**config.mk**
```make
export PLATFORM = sky130hd
export DESIGN_NAME = psehio_top
export DESIGN_NICKNAME = d
export VERILOG_FILES = /design/src/psehio_pkg.sv /design/src/psehio_top.sv
export SDC_FILE = /design/constraint.sdc
export NUM_CORES = 1
export LEC_CHECK = 0
export ABC_AREA = 0
export BUFFER_PORTS_ARGS = -buffer_cell sky130_fd_sc_hd__buf_4
export CAP_MARGIN = 25
export CORE_UTILIZATION = 47
export DETAILED_ROUTE_END_ITERATION = 10
export MAX_ROUTING_LAYER = met4
export SKIP_LAST_GASP = 1
export SYNTH_ARGS = -nofsm -noshare
export SYNTH_HDL_FRONTEND = slang
export SYNTH_SLANG_ARGS = --single-unit
export TNS_END_PERCENT = 30
```
**constraint.sdc**
```tcl
create_clock -name CLK -period 3.4 [get_ports CLK]
set_input_delay 0.68 -clock CLK [delete_from_list [all_inputs] [get_ports CLK]]
set_output_delay 0.68 -clock CLK [all_outputs]
set_load 0.05 [all_outputs]
```
**src/psehio_pkg.sv**
```systemverilog
// Purpose: constants and state types for the host-side signalling block
// Assumes: 40 MHz block clock, one message length for both host links
// Notes:   bus and serial timing counts derive from the block clock rate

package psehio_pkg;

   // -----------------------------------------------------------------
   // Timing
   // -----------------------------------------------------------------
   localparam int CLK_HZ       = 40_000_000;
   localparam int BUS_MAX_HZ   = 400_000;           // Host bus clock limit
   localparam int BUS_MIN_CYC  = CLK_HZ / BUS_MAX_HZ;
   localparam int SERIAL_BPS   = 19_200;
   localparam logic [11:0] BAUD_CYC = 12'(CLK_HZ / SERIAL_BPS);
   localparam logic [11:0] HALF_CYC = 12'(CLK_HZ / SERIAL_BPS / 2);

   // -----------------------------------------------------------------
   // Message framing and address selection
   // -----------------------------------------------------------------
   localparam int          MSG_LEN   = 15;
   localparam logic [3:0]  LAST_IDX  = 4'he;        // Index of final byte
   localparam logic [2:0]  SERIAL_CODE = 3'h0;      // Level code for serial mode
   localparam logic [6:0]  ADDR_BASE = 7'h20;       // Slave address for level 0
   localparam logic [1:0]  SETTLE_END = 2'h3;       // Cycles before level capture

   typedef enum logic [2:0] {IDLE, ADDR, ADDR_ACK, WR, WR_ACK, RD, RD_ACK} psehio_bus_t;

   typedef struct packed {
      logic                         scl_s1, scl_s2, scl_d;
      logic                         sda_s1, sda_s2, sda_d;
      logic                         rx_s1, rx_s2, dis_s1, dis_s2;
      logic [2:0]                   lvl_s1, lvl_s2;
      logic [1:0]                   settle;
      logic                         addr_done, serial_mode;
      logic [6:0]                   slave_addr;
      psehio_bus_t                  st;
      logic [7:0]                   sh;
      logic [3:0]                   bitc;
      logic                         rw, scl_oe, sda_oe;
      logic [MSG_LEN-1:0][7:0]      reply;
      logic [3:0]                   wr_idx, idx, tidx, cmd_cnt;
      logic                         pending;
      logic                         rbusy;
      logic [11:0]                  rcnt;
      logic [3:0]                   rbit;
      logic [7:0]                   rsh;
      logic                         tbusy;
      logic [11:0]                  tcnt;
      logic [3:0]                   tbit;
      logic [9:0]                   tsh;
      logic                         tx, lo;
      logic [7:0]                   cmd_data;
      logic                         cmd_valid, cmd_last;
      logic                         pend_n, notify_n, sel_n, strb_n, oe_n;
      logic                         fan, ports_off, valid_n;
   } psehio_state_t;

   localparam psehio_state_t ST_RESET = '{scl_s1:1'b1, scl_s2:1'b1, scl_d:1'b1,
      sda_s1:1'b1, sda_s2:1'b1, sda_d:1'b1, rx_s1:1'b1, rx_s2:1'b1, dis_s1:1'b1,
      dis_s2:1'b1, tx:1'b1, pend_n:1'b1, notify_n:1'b1, sel_n:1'b1, strb_n:1'b1,
      oe_n:1'b1, valid_n:1'b1, st:IDLE, default:'0};

endpackage : psehio_pkg

```
**src/psehio_top.sv**
```systemverilog
// Purpose: host bus slave, serial port and status pins of the controller
// Assumes: user logic consumes command bytes and supplies reply bytes
// Notes:   bus pins are split into input, output and output enable
`timescale 1ns/100ps

module psehio_top #(
   parameter int EVT_W  = 8,
   parameter int COND_W = 8
) (
   input  wire logic              CLK,                  // 40 MHz clock
   input  wire logic              RST_B,                // Sync reset, low
   input  wire logic              CE,                   // Clock enable
   input  wire logic              HOST_BUS_CLOCK_I,     // Bus clock level
   output logic                   HOST_BUS_CLOCK_O,     // Bus clock drive, always 0
   output logic                   HOST_BUS_CLOCK_OE,    // Hold clock low
   input  wire logic              HOST_BUS_DATA_I,      // Bus data level
   output logic                   HOST_BUS_DATA_O,      // Bus data drive, always 0
   output logic                   HOST_BUS_DATA_OE,     // Pull data low
   input  wire logic [2:0]        BUS_ADDR_SELECT_LEVEL,// Digitised select level
   input  wire logic              HOST_SERIAL_RX,       // Serial in
   output logic                   HOST_SERIAL_TX,       // Serial out
   output logic [7:0]             CMD_DATA,             // Command byte
   output logic                   CMD_VALID,            // Command byte strobe
   output logic                   CMD_LAST,             // Last byte of message
   input  wire logic              CMD_READY,            // Sink can take a byte
   input  wire logic [7:0]        REPLY_DATA,           // Reply byte
   input  wire logic              REPLY_WR,             // Reply byte strobe
   output logic                   REPLY_PENDING_N,      // Reply held, low
   input  wire logic [EVT_W-1:0]  EVENT_ACTIVE,         // Events in progress
   input  wire logic [EVT_W-1:0]  EVENT_MASK,           // Events that notify
   output logic                   EVENT_NOTIFY_N,       // Event notify, low
   input  wire logic              LED_SEL,              // LED select request
   input  wire logic              LED_STROBE,           // LED latch request
   input  wire logic              LED_EN,               // LED enable request
   output logic                   LED_SHIFT_SELECT_N,   // LED select, low
   output logic                   LED_SHIFT_STROBE_N,   // LED latch, low
   output logic                   LED_DRIVE_ENABLE_N,   // LED enable, low
   input  wire logic              FAN_ON,               // Fan request
   output logic                   FAN_CONTROL,          // Fan driver, high
   input  wire logic              ALL_PORT_SHUTDOWN_N,  // Shutdown pin, low
   output logic                   PORTS_OFF,            // Power off all ports
   input  wire logic [COND_W-1:0] SYS_COND,             // Conditions, 1 = good
   input  wire logic [COND_W-1:0] SYS_MASK,             // Conditions that count
   output logic                   SYSTEM_VALID_N        // System valid, low
);

   psehio_pkg::psehio_state_t r;
   psehio_pkg::psehio_state_t n;
   logic       scl_rise, scl_fall, bus_start, bus_stop;
   logic       emit;
   logic [7:0] emit_d;

   // ----------------------------------------------------------------
   // Edge detection on synchronised bus lines
   // ----------------------------------------------------------------
   // sampled well above bus rate
   assign scl_rise  = r.scl_s2 & ~r.scl_d;
   assign scl_fall  = ~r.scl_s2 & r.scl_d;
   assign bus_start = r.scl_s2 & r.scl_d & ~r.sda_s2 & r.sda_d;
   assign bus_stop  = r.scl_s2 & r.scl_d & r.sda_s2 & ~r.sda_d;

   // ----------------------------------------------------------------
   // Next-state logic
   // ----------------------------------------------------------------
   always_comb
   begin
      n         = r;
      emit      = 1'b0;
      emit_d    = r.sh;
      n.cmd_valid = 1'b0;
      n.cmd_last  = 1'b0;
      // Two-flop synchronisers
      n.scl_s1 = HOST_BUS_CLOCK_I;
      n.scl_s2 = r.scl_s1;
      n.scl_d  = r.scl_s2;
      n.sda_s1 = HOST_BUS_DATA_I;
      n.sda_s2 = r.sda_s1;
      n.sda_d  = r.sda_s2;
      n.rx_s1  = HOST_SERIAL_RX;
      n.rx_s2  = r.rx_s1;
      n.dis_s1 = ALL_PORT_SHUTDOWN_N;
      n.dis_s2 = r.dis_s1;
      n.lvl_s1 = BUS_ADDR_SELECT_LEVEL;
      n.lvl_s2 = r.lvl_s1;

      if (!r.addr_done)
      begin
         n.settle = r.settle + 2'h1;
         if (r.settle == psehio_pkg::SETTLE_END)
         begin
            n.addr_done   = 1'b1;
            n.serial_mode = (r.lvl_s2 == psehio_pkg::SERIAL_CODE);
            n.slave_addr  = psehio_pkg::ADDR_BASE + {4'h0, r.lvl_s2};
         end
      end

      // Reply buffer fill by user logic
      if (REPLY_WR && !r.pending)
      begin
         n.reply[r.wr_idx] = REPLY_DATA;
         if (r.wr_idx == psehio_pkg::LAST_IDX)
         begin
            n.pending = 1'b1;
            n.wr_idx  = 4'h0;
         end
         else
            n.wr_idx = r.wr_idx + 4'h1;
      end

      // Bus slave sequencer
      if (r.serial_mode || !r.addr_done)
      begin
         n.st     = psehio_pkg::IDLE;
         n.sda_oe = 1'b0;
         n.scl_oe = 1'b0;
      end
      else if (bus_start)
      begin
         n.st      = psehio_pkg::ADDR;
         n.bitc    = 4'h0;
         n.sda_oe  = 1'b0;
         n.cmd_cnt = 4'h0;
      end
      else if (bus_stop)
      begin
         n.st     = psehio_pkg::IDLE;
         n.sda_oe = 1'b0;
         n.scl_oe = 1'b0;
      end
      else
      begin
         unique case (r.st)
            psehio_pkg::IDLE: ;
            psehio_pkg::ADDR:
               if (scl_rise)
               begin
                  n.sh   = {r.sh[6:0], r.sda_s2};
                  n.bitc = r.bitc + 4'h1;
               end
               else if (scl_fall && r.bitc == 4'h8)
               begin
                  if (r.sh[7:1] == r.slave_addr)
                  begin
                     n.sda_oe = 1'b1;
                     n.rw     = r.sh[0];
                     n.st     = psehio_pkg::ADDR_ACK;
                  end
                  else
                     n.st = psehio_pkg::IDLE;
               end
            psehio_pkg::ADDR_ACK:
               if (scl_fall)
               begin
                  n.bitc = 4'h0;
                  if (r.rw)
                  begin
                     n.sh     = r.reply[r.idx];
                     n.sda_oe = ~r.reply[r.idx][7];
                     n.st     = psehio_pkg::RD;
                  end
                  else
                  begin
                     n.sda_oe = 1'b0;
                     n.st     = psehio_pkg::WR;
                  end
               end
            psehio_pkg::WR:
               if (scl_rise)
               begin
                  n.sh   = {r.sh[6:0], r.sda_s2};
                  n.bitc = r.bitc + 4'h1;
               end
               else if (scl_fall && r.bitc == 4'h8)
               begin
                  n.sda_oe = 1'b1;
                  n.st     = psehio_pkg::WR_ACK;
                  if (CMD_READY)
                     emit = 1'b1;
                  else
                     n.scl_oe = 1'b1;
               end
            psehio_pkg::WR_ACK:
               if (r.scl_oe)
               begin
                  if (CMD_READY)
                  begin
                     n.scl_oe = 1'b0;
                     emit     = 1'b1;
                  end
               end
               else if (scl_fall)
               begin
                  n.sda_oe = 1'b0;
                  n.bitc   = 4'h0;
                  n.st     = psehio_pkg::WR;
               end
            psehio_pkg::RD:
               if (scl_fall)
               begin
                  if (r.bitc == 4'h7)
                  begin
                     n.sda_oe = 1'b0;
                     n.st     = psehio_pkg::RD_ACK;
                  end
                  else
                  begin
                     n.sh     = {r.sh[6:0], 1'b0};
                     n.sda_oe = ~r.sh[6];
                     n.bitc   = r.bitc + 4'h1;
                  end
               end
            psehio_pkg::RD_ACK:
               if (scl_rise)
               begin
                  if (r.pending && r.idx == psehio_pkg::LAST_IDX)
                  begin
                     n.idx     = 4'h0;
                     n.pending = 1'b0;
                  end
                  else if (r.pending)
                     n.idx = r.idx + 4'h1;
                  n.st = r.sda_s2 ? psehio_pkg::IDLE : psehio_pkg::ADDR_ACK;
               end
         endcase
      end

      if (!r.serial_mode)
         n.rbusy = 1'b0;
      else if (!r.rbusy)
      begin
         if (!r.rx_s2)
         begin
            n.rbusy = 1'b1;
            n.rcnt  = psehio_pkg::HALF_CYC;
            n.rbit  = 4'h0;
         end
      end
      else if (r.rcnt != 12'h000)
         n.rcnt = r.rcnt - 12'h001;
      else
      begin
         n.rcnt = psehio_pkg::BAUD_CYC - 12'h001;
         n.rbit = r.rbit + 4'h1;
         if (r.rbit == 4'h0)
            n.rbusy = ~r.rx_s2;
         else if (r.rbit == 4'h9)
         begin
            n.rbusy = 1'b0;
            emit    = r.rx_s2;
            emit_d  = r.rsh;
         end
         else
            n.rsh = {r.rx_s2, r.rsh[7:1]};
      end

      if (!r.tbusy)
      begin
         n.tx = 1'b1;
         if (r.serial_mode && r.pending)
         begin
            n.tbusy = 1'b1;
            n.tsh   = {1'b1, r.reply[r.tidx], 1'b0};
            n.tbit  = 4'h0;
            n.tcnt  = psehio_pkg::BAUD_CYC - 12'h001;
            n.tx    = 1'b0;
         end
      end
      else if (r.tcnt != 12'h000)
         n.tcnt = r.tcnt - 12'h001;
      else
      begin
         n.tcnt = psehio_pkg::BAUD_CYC - 12'h001;
         if (r.tbit == 4'h9)
         begin
            n.tbusy = 1'b0;
            n.tx    = 1'b1;
            if (r.tidx == psehio_pkg::LAST_IDX)
            begin
               n.tidx    = 4'h0;
               n.pending = 1'b0;
            end
            else
               n.tidx = r.tidx + 4'h1;
         end
         else
         begin
            n.tsh  = {1'b1, r.tsh[9:1]};
            n.tbit = r.tbit + 4'h1;
            n.tx   = r.tsh[1];
         end
      end

      if (emit)
      begin
         n.cmd_data  = emit_d;
         n.cmd_valid = 1'b1;
         n.cmd_last  = (r.cmd_cnt == psehio_pkg::LAST_IDX);
         n.cmd_cnt   = n.cmd_last ? 4'h0 : r.cmd_cnt + 4'h1;
      end

      // Status pins
      n.pend_n   = ~n.pending;
      n.notify_n = ~|(EVENT_ACTIVE & EVENT_MASK);
      n.sel_n    = ~LED_SEL;
      n.strb_n   = ~LED_STROBE;
      n.oe_n     = ~LED_EN;
      n.fan      = FAN_ON;
      n.ports_off = ~r.dis_s2;
      n.valid_n  = ~&(SYS_COND | ~SYS_MASK);
   end

   // ----------------------------------------------------------------
   // State register
   // ----------------------------------------------------------------
   always_ff @(posedge CLK)
   begin
      if (!RST_B)
         r <= psehio_pkg::ST_RESET;
      else if (CE)
         r <= n;
   end

   // Output pins
   assign HOST_BUS_CLOCK_O   = r.lo;
   assign HOST_BUS_CLOCK_OE  = r.scl_oe;
   assign HOST_BUS_DATA_O    = r.lo;
   assign HOST_BUS_DATA_OE   = r.sda_oe;
   assign HOST_SERIAL_TX     = r.tx;
   assign CMD_DATA           = r.cmd_data;
   assign CMD_VALID          = r.cmd_valid;
   assign CMD_LAST           = r.cmd_last;
   assign REPLY_PENDING_N    = r.pend_n;
   assign EVENT_NOTIFY_N     = r.notify_n;
   assign LED_SHIFT_SELECT_N = r.sel_n;
   assign LED_SHIFT_STROBE_N = r.strb_n;
   assign LED_DRIVE_ENABLE_N = r.oe_n;
   assign FAN_CONTROL        = r.fan;
   assign PORTS_OFF          = r.ports_off;
   assign SYSTEM_VALID_N     = r.valid_n;
endmodule : psehio_top

```
; Word-level counts from Yosys, hierarchy flattened
; Cells that the tools add are included.
[word_totals]
memories = 0
mem_bits_rw = 0
mem_bits_ro = 0
reg_bits = 253
latch_bits = 0
[op_classes]
div_mod_pow = 0
reduce_logical = 44
n_shift = 0
muxes = 115
bitwise = 31
n_lt_le_gt_ge = 4
n_addsub = 11
n_eq_ne = 48
n_mul = 0
[ops]
columns = op, n
row1 = $bwmux W120, 1
row2 = $mux W8, 11
row3 = $bmux W8 S4, 2
row4 = $mux W12, 5
row5 = $mux W28, 2
row6 = $ne A5 B5 Y1 const B, 11
row7 = $mux W1, 48
row8 = $mux W15, 3
row9 = $mux W4, 10
row10 = $mux W3, 12
row11 = $mux W17, 2
row12 = $demux W8 S4, 1
row13 = $add A4 B1 Y4 const B, 7
row14 = $eq A4 B4 Y1 const B, 7
row15 = $pmux W8 S3, 1
row16 = $reduce_bool A12 Y1, 2
row17 = $sub A12 B1 Y12 const B, 2
row18 = $not A1 Y1, 21
row19 = $ne A2 B2 Y1 const B, 10
row20 = $reduce_and A10 Y1, 2
row21 = $mux W9, 2
row22 = $pmux W3 S6, 1
row23 = $pmux W4 S4, 1
row24 = $reduce_and A8 Y1, 2
row25 = 43 further kinds, 87

; Depth between registers and ports, before layout
; Gate-level depths: netlist of the first run.
[depth]
ltp_word = 16
ltp_mapped = 10
ltp_nobuf = 8

; Least setup slack after synthesis of the first run
; OpenSTA, ideal clock, no wires.
[synth_timing]
kind = register to register
startpoint = reg r[59] (netlist name)
endpoint = reg r[47] (netlist name)
setup_ns = 0.128
arrival_ns = 2.550
required_time_ns = 3.272
setup_slack_ns = 0.722
path_stages_with_launch = 11
path_cell_list = dfxtp_1 -> inv_1 -> ha_1 -> or3b_4 -> or2_1 -> buf_2 -> or4_4 -> buf_6 -> nor3_4 -> mux2i_1 -> nor2_1
[synth_between]
elab_chain_len = 3
[synth_rtl]
columns = item, line_no
row1 = from (decl), psehio_top.sv:47  ; psehio_pkg::psehio_state_t r;
row2 = from (signal assigned), psehio_top.sv:318  ; r <= psehio_pkg::ST_RESET;
row3 = from (signal assigned), psehio_top.sv:320  ; r <= n;
row4 = $reduce_bool A12 Y1, psehio_top.sv:238  ; else if (r.rcnt != 12'h000)
row5 = $not A1 Y1 (no line), n/a
row6 = $reduce_and A6 Y1 (no line), n/a
; No other way between the ends.
; A chain may end at the register's enable or synchronous reset.

; Final worst setup path of the first run
[layout_timing]
startpoint = reg r[59] (netlist name)
endpoint = reg r[52] (netlist name)
; The elaborated chain is that of the path after synthesis.

==> flow_summary.ini, run 1 <==
[run_status]
status = complete, no violations

[logic_synthesis]
postSynthAreaPerCell_um2 = 9.02
ys_warn_count = 0
ys_ff_latch = 249
ys_seq_area_share_pct = 40.1
synthFlopType = dfxtp_1
synth_edf_count = 0
synth.cell_area_um2 = 12400
ys_types = 66
async_flop_share_pct = 0
netlist_instances = 1379

[critical_path]
crit_chain = inv_1, ha_1, or3b_4, or2_1, or4_4, nor3_4, mux2i_1, nor2_1
worstReg2RegStart = r[59]
cp.arrival_ns = 3.18
max_stage_delay_ns = 0.57
cpMaxStageDelayCell = or4_4
crit_path_start_kind = flop
cp_max_fo = 8
cp-startpoint = r[59]
worstSetupPathType = flop to flop
end_kind = flop
crit_family = simple AND/OR/NAND/NOR gates
critical_path_required_ns = 3.80
critPathBufInv = 1

[job]
maxCapViolations = 0

[finish]
fin_util_pct = 54.5
fill_cells = 2432
stdcell_area_um2 = 14200
drive_gt1_share_pct = 16.2
area_delta_synth_final_pct = 14.0
diodes = 0
final_nets = 1485

[sta]
worst_pin_slew_ns = 0.915
maxSlewViolCount = 0
skew_ns = 0.0207
finalCritPeriodShare_pct = 81.8
tns_ns = 0
hold_viol_final = 0
max_freq_ghz = 0.359
setup_viol = 0
rsz0062_at_grt = false
fin_crit_ns = 2.78
relSlewSlack_pct = 38.6

[floorplanning]
die_w_um = 165
rows = 59
start_util_pct = 47.9
die_h_um = 165
core_area_um2 = 26000
dieArea_um2 = 27100
ioPinCount = 79

[clock_tree]
clk_pin_slew_ns = 0.06
cts_buffer_depth = 3
cts_setup_buffers = 0
clock_sinks = 249
cts_tree = yes
postCtsResizedCells = 0
clockRootBuffer = clkbuf_16
cts_buffers = 28
ctsHoldBuffers = 0
htreeDepth = 1
clock_latency_ns = 0.54

[route]
wl_um = 33500
wire_per_inst_um = 19.0
ant_nets = 0
vias = 10255
drtPass1Iterations = 5
initialDrtViolationCount = 873
drc = 0
via_per_inst = 5.81

[global_route]
grt_pass1_wl_um = 53800
grt_pass1_vias = 9819
grt_util_all_layers_pct = 25.9
antenna_found_initial = 0
grt_max_degree = 88
grt_overflow = 0

[hold_path]
hold_class = input pin to flop
hp-start = HOST_SERIAL_RX

[place]
dp_hpwl_um = 22600
buffer_ports.inserted = 76
gp_congestion = 0.902
dpl_cell_area_um2 = 13300

[power]
ir_drop_mv = 0.412
power_density_nw_per_um2 = 432
leakage_nw = 5.09
## metrics by stage
| step | power [W] | hold slack, ns | instances | setup slack [ns] |
|---|---|---|---|---|
| finish | 0.00612 | 0.365 | 1765 | 0.617 |
| global route | 0.00634 | 0.368 | 1765 | 0.483 |
| CTS | 0.00618 | 0.351 | 1765 | 0.626 |
| detailed placement | 0.00335 | 0.451 | 1720 | 0.637 |
| global placement | 0.00335 | 0.431 | 1720 | 0.684 |
| floorplan | 0.00322 | 0.417 | 1380 | 0.722 |
## layout by cell type (no fill, tap or decap), drive strengths merged, types with 5 or more instances in the layout
master	n
buf	113
a31oi	13
nand2b	11
a221oi	9
mux4	55
xor2	11
nor4	10
o2bb2ai	7
dfxtp	249
or2	5
nor2	163
nor2b	11
inv	31
o211ai	12
clkbuf	43
nor3	20
a22oi	5
a211oi	7
nand2	155
or4	7
nand4	6
xnor2	13
nand3	67
and2	6
a21oi	117
or3	7
ha	14
mux2i	131
mux2	9
o21ai	58
## logic make-up after synthesis
group	Yosys count	share of synthesized area (%)
AND/OR/NAND/NOR	490	18.0
AO/OA/AOI/OAI	267	12.9
flip-flops	249	40.1
multiplexers	195	21.3
buffers and inverters	139	4.58
XOR/XNOR	24	1.69
adder cells (fa/ha/maj)	14	1.41
other	1	0.0302
## routing by layer
metal	wire [um]	vias to the layer above	global-route usage, %
li1	-	5005	-
met1	15100	4930	33.9
met2	15600	259	41.5
met3	1680	61	3.67
met4	1070	0	8.05
met5	0	-	-
## synth_stat cells, types with 13 or more instances
| cell | count | area [um^2] |
|---|---|---|
| mux2i_1 | 131 | 1310 |
| clkbuf_1 | 79 | 297 |
| nor3_1 | 17 | 85.1 |
| nor2_1 | 163 | 612 |
| mux4_2 | 55 | 1240 |
| ha_1 | 14 | 175 |
| inv_1 | 31 | 116 |
| xnor2_1 | 13 | 114 |
| buf_1 | 16 | 60.1 |
| dfxtp_1 | 249 | 4980 |
| nand2_1 | 155 | 582 |
| a21oi_1 | 117 | 586 |
| a31oi_1 | 13 | 81.3 |
| o21ai_0 | 57 | 285 |
| nand3_1 | 67 | 335 |
## final timing paths
path	to	slack [ns]	cells past startpoint
worst max-delay path	r[52]	0.62	8
worst min-delay path	n[246]	0.37	3
worst max register to register	r[52]	0.62	8
worst min register to register	PORTS_OFF	0.45	1
## cell type report
cell class	instances	area (um^2)	area share (%)
Sequential cell	249	4990	35.2
Clock buffer	43	838	5.92
Clock inverter	2	10.0	0.0706
Tap cell	335	419	2.96
Timing Repair Buffer	113	898	6.34
Multi-Input combinational cell	992	6900	48.7
Inverter	31	121	0.856
## report_power, final
group	switching, W	internal [W]	total, W	leakage (nW)
clock	0.00117	0.00167	0.00284	0.418
combinational	0.000196	0.000122	0.000318	2.66
sequential	0.0000230	0.00295	0.00297	2.01
## worst register-to-register path, stage by stage (launching register included)
cell and delay, ns:
dfxtp_1 0.32, inv_1 0.09, ha_1 0.16, or3b_4 0.40, or2_1 0.31, or4_4 0.57
nor3_4 0.49, mux2i_1 0.25, nor2_1 0.05
## flip-flops by register name, summed over array words and instances (netlist names)
name and count:
HOST_BUS_DATA_OE 1, FAN_CONTROL 1, REPLY_PENDING_N 1, LED_SHIFT_SELECT_N 1, CMD_VALID 1, LED_DRIVE_ENABLE_N 1
EVENT_NOTIFY_N 1, CMD_LAST 1, SYSTEM_VALID_N 1, HOST_SERIAL_TX 1, HOST_BUS_CLOCK_OE 1, LED_SHIFT_STROBE_N 1
r 219, PORTS_OFF 1, n 9, CMD_DATA 8
(Power assumes the default switching activity.)
==> run 2, diff against run 1 <==
Settings changed: PLACE_DENSITY set to 0.67.
Clock period 3.4 ns to 2.48 ns, I/O delays scaled along.
==> run 2 against run 1 <==
Against the previous run:
- critical path depth is 1 higher
- clock power is 43% higher
- worst setup slack worse by 0.60 ns
- sequential power is 37% higher
- sequential cell count stayed put
- via count is 1.5% higher
- critical path type unchanged
- largest cell class unchanged
- fmax is 13% higher
- clock skew is 0.012 ns lower
- combinational power is 39% higher
- routed wire length is 3.8% lower
- largest power group unchanged
- sequential share of layout area is 0.70 points lower
- final cell count is 1.7% higher
==> flow_summary.ini, run 2 (synthesis results as in run 1) <==
[power]
pwr-share-clk_pct = 47.3
intPower_w = 0.00662
leakage_nw = 5.27
seqPwrFrac_pct = 47.6
ir_drop_mv = 0.563
p_comb_share_pct = 5.1
p_switching_w = 0.00194
power_density_nw_per_um2 = 592
swShare_pct = 22.6

[global_route]
grt_pass1_wl_um = 51500
antenna_found_initial = 0
grt_util_all_layers_pct = 24.5
grt_overflow = 0
grt_pass1_vias = 9696
grt_max_degree = 98

[critical_path]
crit_path_start_kind = flop
crit_chain = inv_2, ha_4, or3b_4, or2_1, or4_4, nor3_4, buf_12, mux2i_1, nor2_1
cpMaxStageDelayCell = or4_4
worstSetupPathType = flop to flop
critical_path_required_ns = 2.90
cp_max_fo = 8
max_stage_delay_ns = 0.56
cp.arrival_ns = 2.88
end_kind = flop

[clock_tree]
clockRootBuffer = clkbuf_16
clock_sinks = 249
cts_tree = yes
clk_pin_slew_ns = 0.06
clock_latency_ns = 0.54
htreeDepth = 1
cts_buffers = 28
ctsHoldBuffers = 0
cts_buffer_depth = 3

[sta]
max_freq_ghz = 0.406
relSlewSlack_pct = 35.5
rsz0062_at_grt = true
fin_ws_ns = 0.0171
fin_crit_ns = 2.46
finalCritPeriodShare_pct = 99.3
tns_ns = 0
hold_viol_final = 0
setup_viol = 0
maxSlewViolCount = 0
skew_ns = 0.00853
worst_pin_slew_ns = 0.960
hold_slack_ns = 0.178

[finish]
drive_gt1_share_pct = 18.4
multiInputGateArea_um2 = 6920
largest_register_ff_count = 219
final_common_cell = dfxtp_1
stdcell_area_um2 = 14500
fill_cells = 2338
regArea_um2 = 4990
final_cell_mix = dfxtp_1, nor2_1, nand2_1, mux2i_1, buf_4
regMostFlops = r
fin_util_pct = 55.7
diodes = 0
area_delta_synth_final_pct = 16.3
final_nets = 1509

[floorplanning]
die_w_um = 165
ioPinCount = 79
die_h_um = 165
rows = 59
dieArea_um2 = 27100
core_area_um2 = 26000
start_util_pct = 47.9

[route]
initialDrtViolationCount = 818
via_per_inst = 5.80
drc = 0
drtPass1Iterations = 5
wire_per_inst_um = 18.0
vias = 10407
ant_nets = 0
wl_um = 32200

[place]
dp_hpwl_um = 21600
buffer_ports.inserted = 76
gp_congestion = 0.889
dpl_cell_area_um2 = 13500
pre_cts_slack_ns = 0.0855

[hold_path]
hold_class = input pin to flop

[run_status]
status = complete, no violations

[job]
maxCapViolations = 0
## run 2: worst paths after layout
check                               startpoint  cells after the start   endpoint  slack [ns]
worst max-delay path                     r[60]                      9      r[50]        0.02
worst min-delay path            HOST_SERIAL_RX                      3     n[246]        0.18
worst max register to register           r[60]                      9      r[50]        0.02
worst min register to register          r[244]                      1  PORTS_OFF        0.45
## run 2: cell type report
cell class              instances  share of cell area, %
multi-input cells             992                   47.8
inverters                      31                  0.856
well taps                     335                   2.90
repair buffers                137                   7.66
flip-flops and latches        249                   34.5
clock inverters                10                  0.536
clock buffers                  41                   5.74
## run 2: layer usage
metal  routed length (um)  up-vias  GRT usage, %
met3                 2160       78          3.37
met5                    0        -             -
li1                     -     5056             -
met1                14100     4905          32.2
met4                 1280        0          8.92
met2                14700      368          38.6
## run 2: stage by stage
| step | instances | power, W |
|---|---|---|
| after detailed placement | 1737 | 0.00460 |
| after floorplan | 1380 | 0.00441 |
| after global routing | 1795 | 0.00883 |
| after CTS | 1788 | 0.00863 |
| after global placement | 1737 | 0.00459 |
| final | 1795 | 0.00856 |
## run 2: power groups by stage
stage / logic [W] / registers, W / clock network (W)
floorplan: 0.000240 / 0.00417 / 0
global placement: 0.000435 / 0.00416 / 0
detailed placement: 0.000440 / 0.00416 / 0
CTS: 0.000441 / 0.00407 / 0.00412
global route: 0.000477 / 0.00408 / 0.00427
finish: 0.000441 / 0.00407 / 0.00405
## run 2: worst max-delay path: cells and delay by family (launching register included)
kind,cells,cell delay [ns]
fa+ha+maj,1,0.13
flops,1,0.33
mux,1,0.19
buf+inv,2,0.23
simple gates,5,1.45
## run 2: timing repair
item / CTS / global route
buffers inserted: 0 / 7
endpoints found under the setup margin: 0 / 22
gates resized for setup: 0 / 5
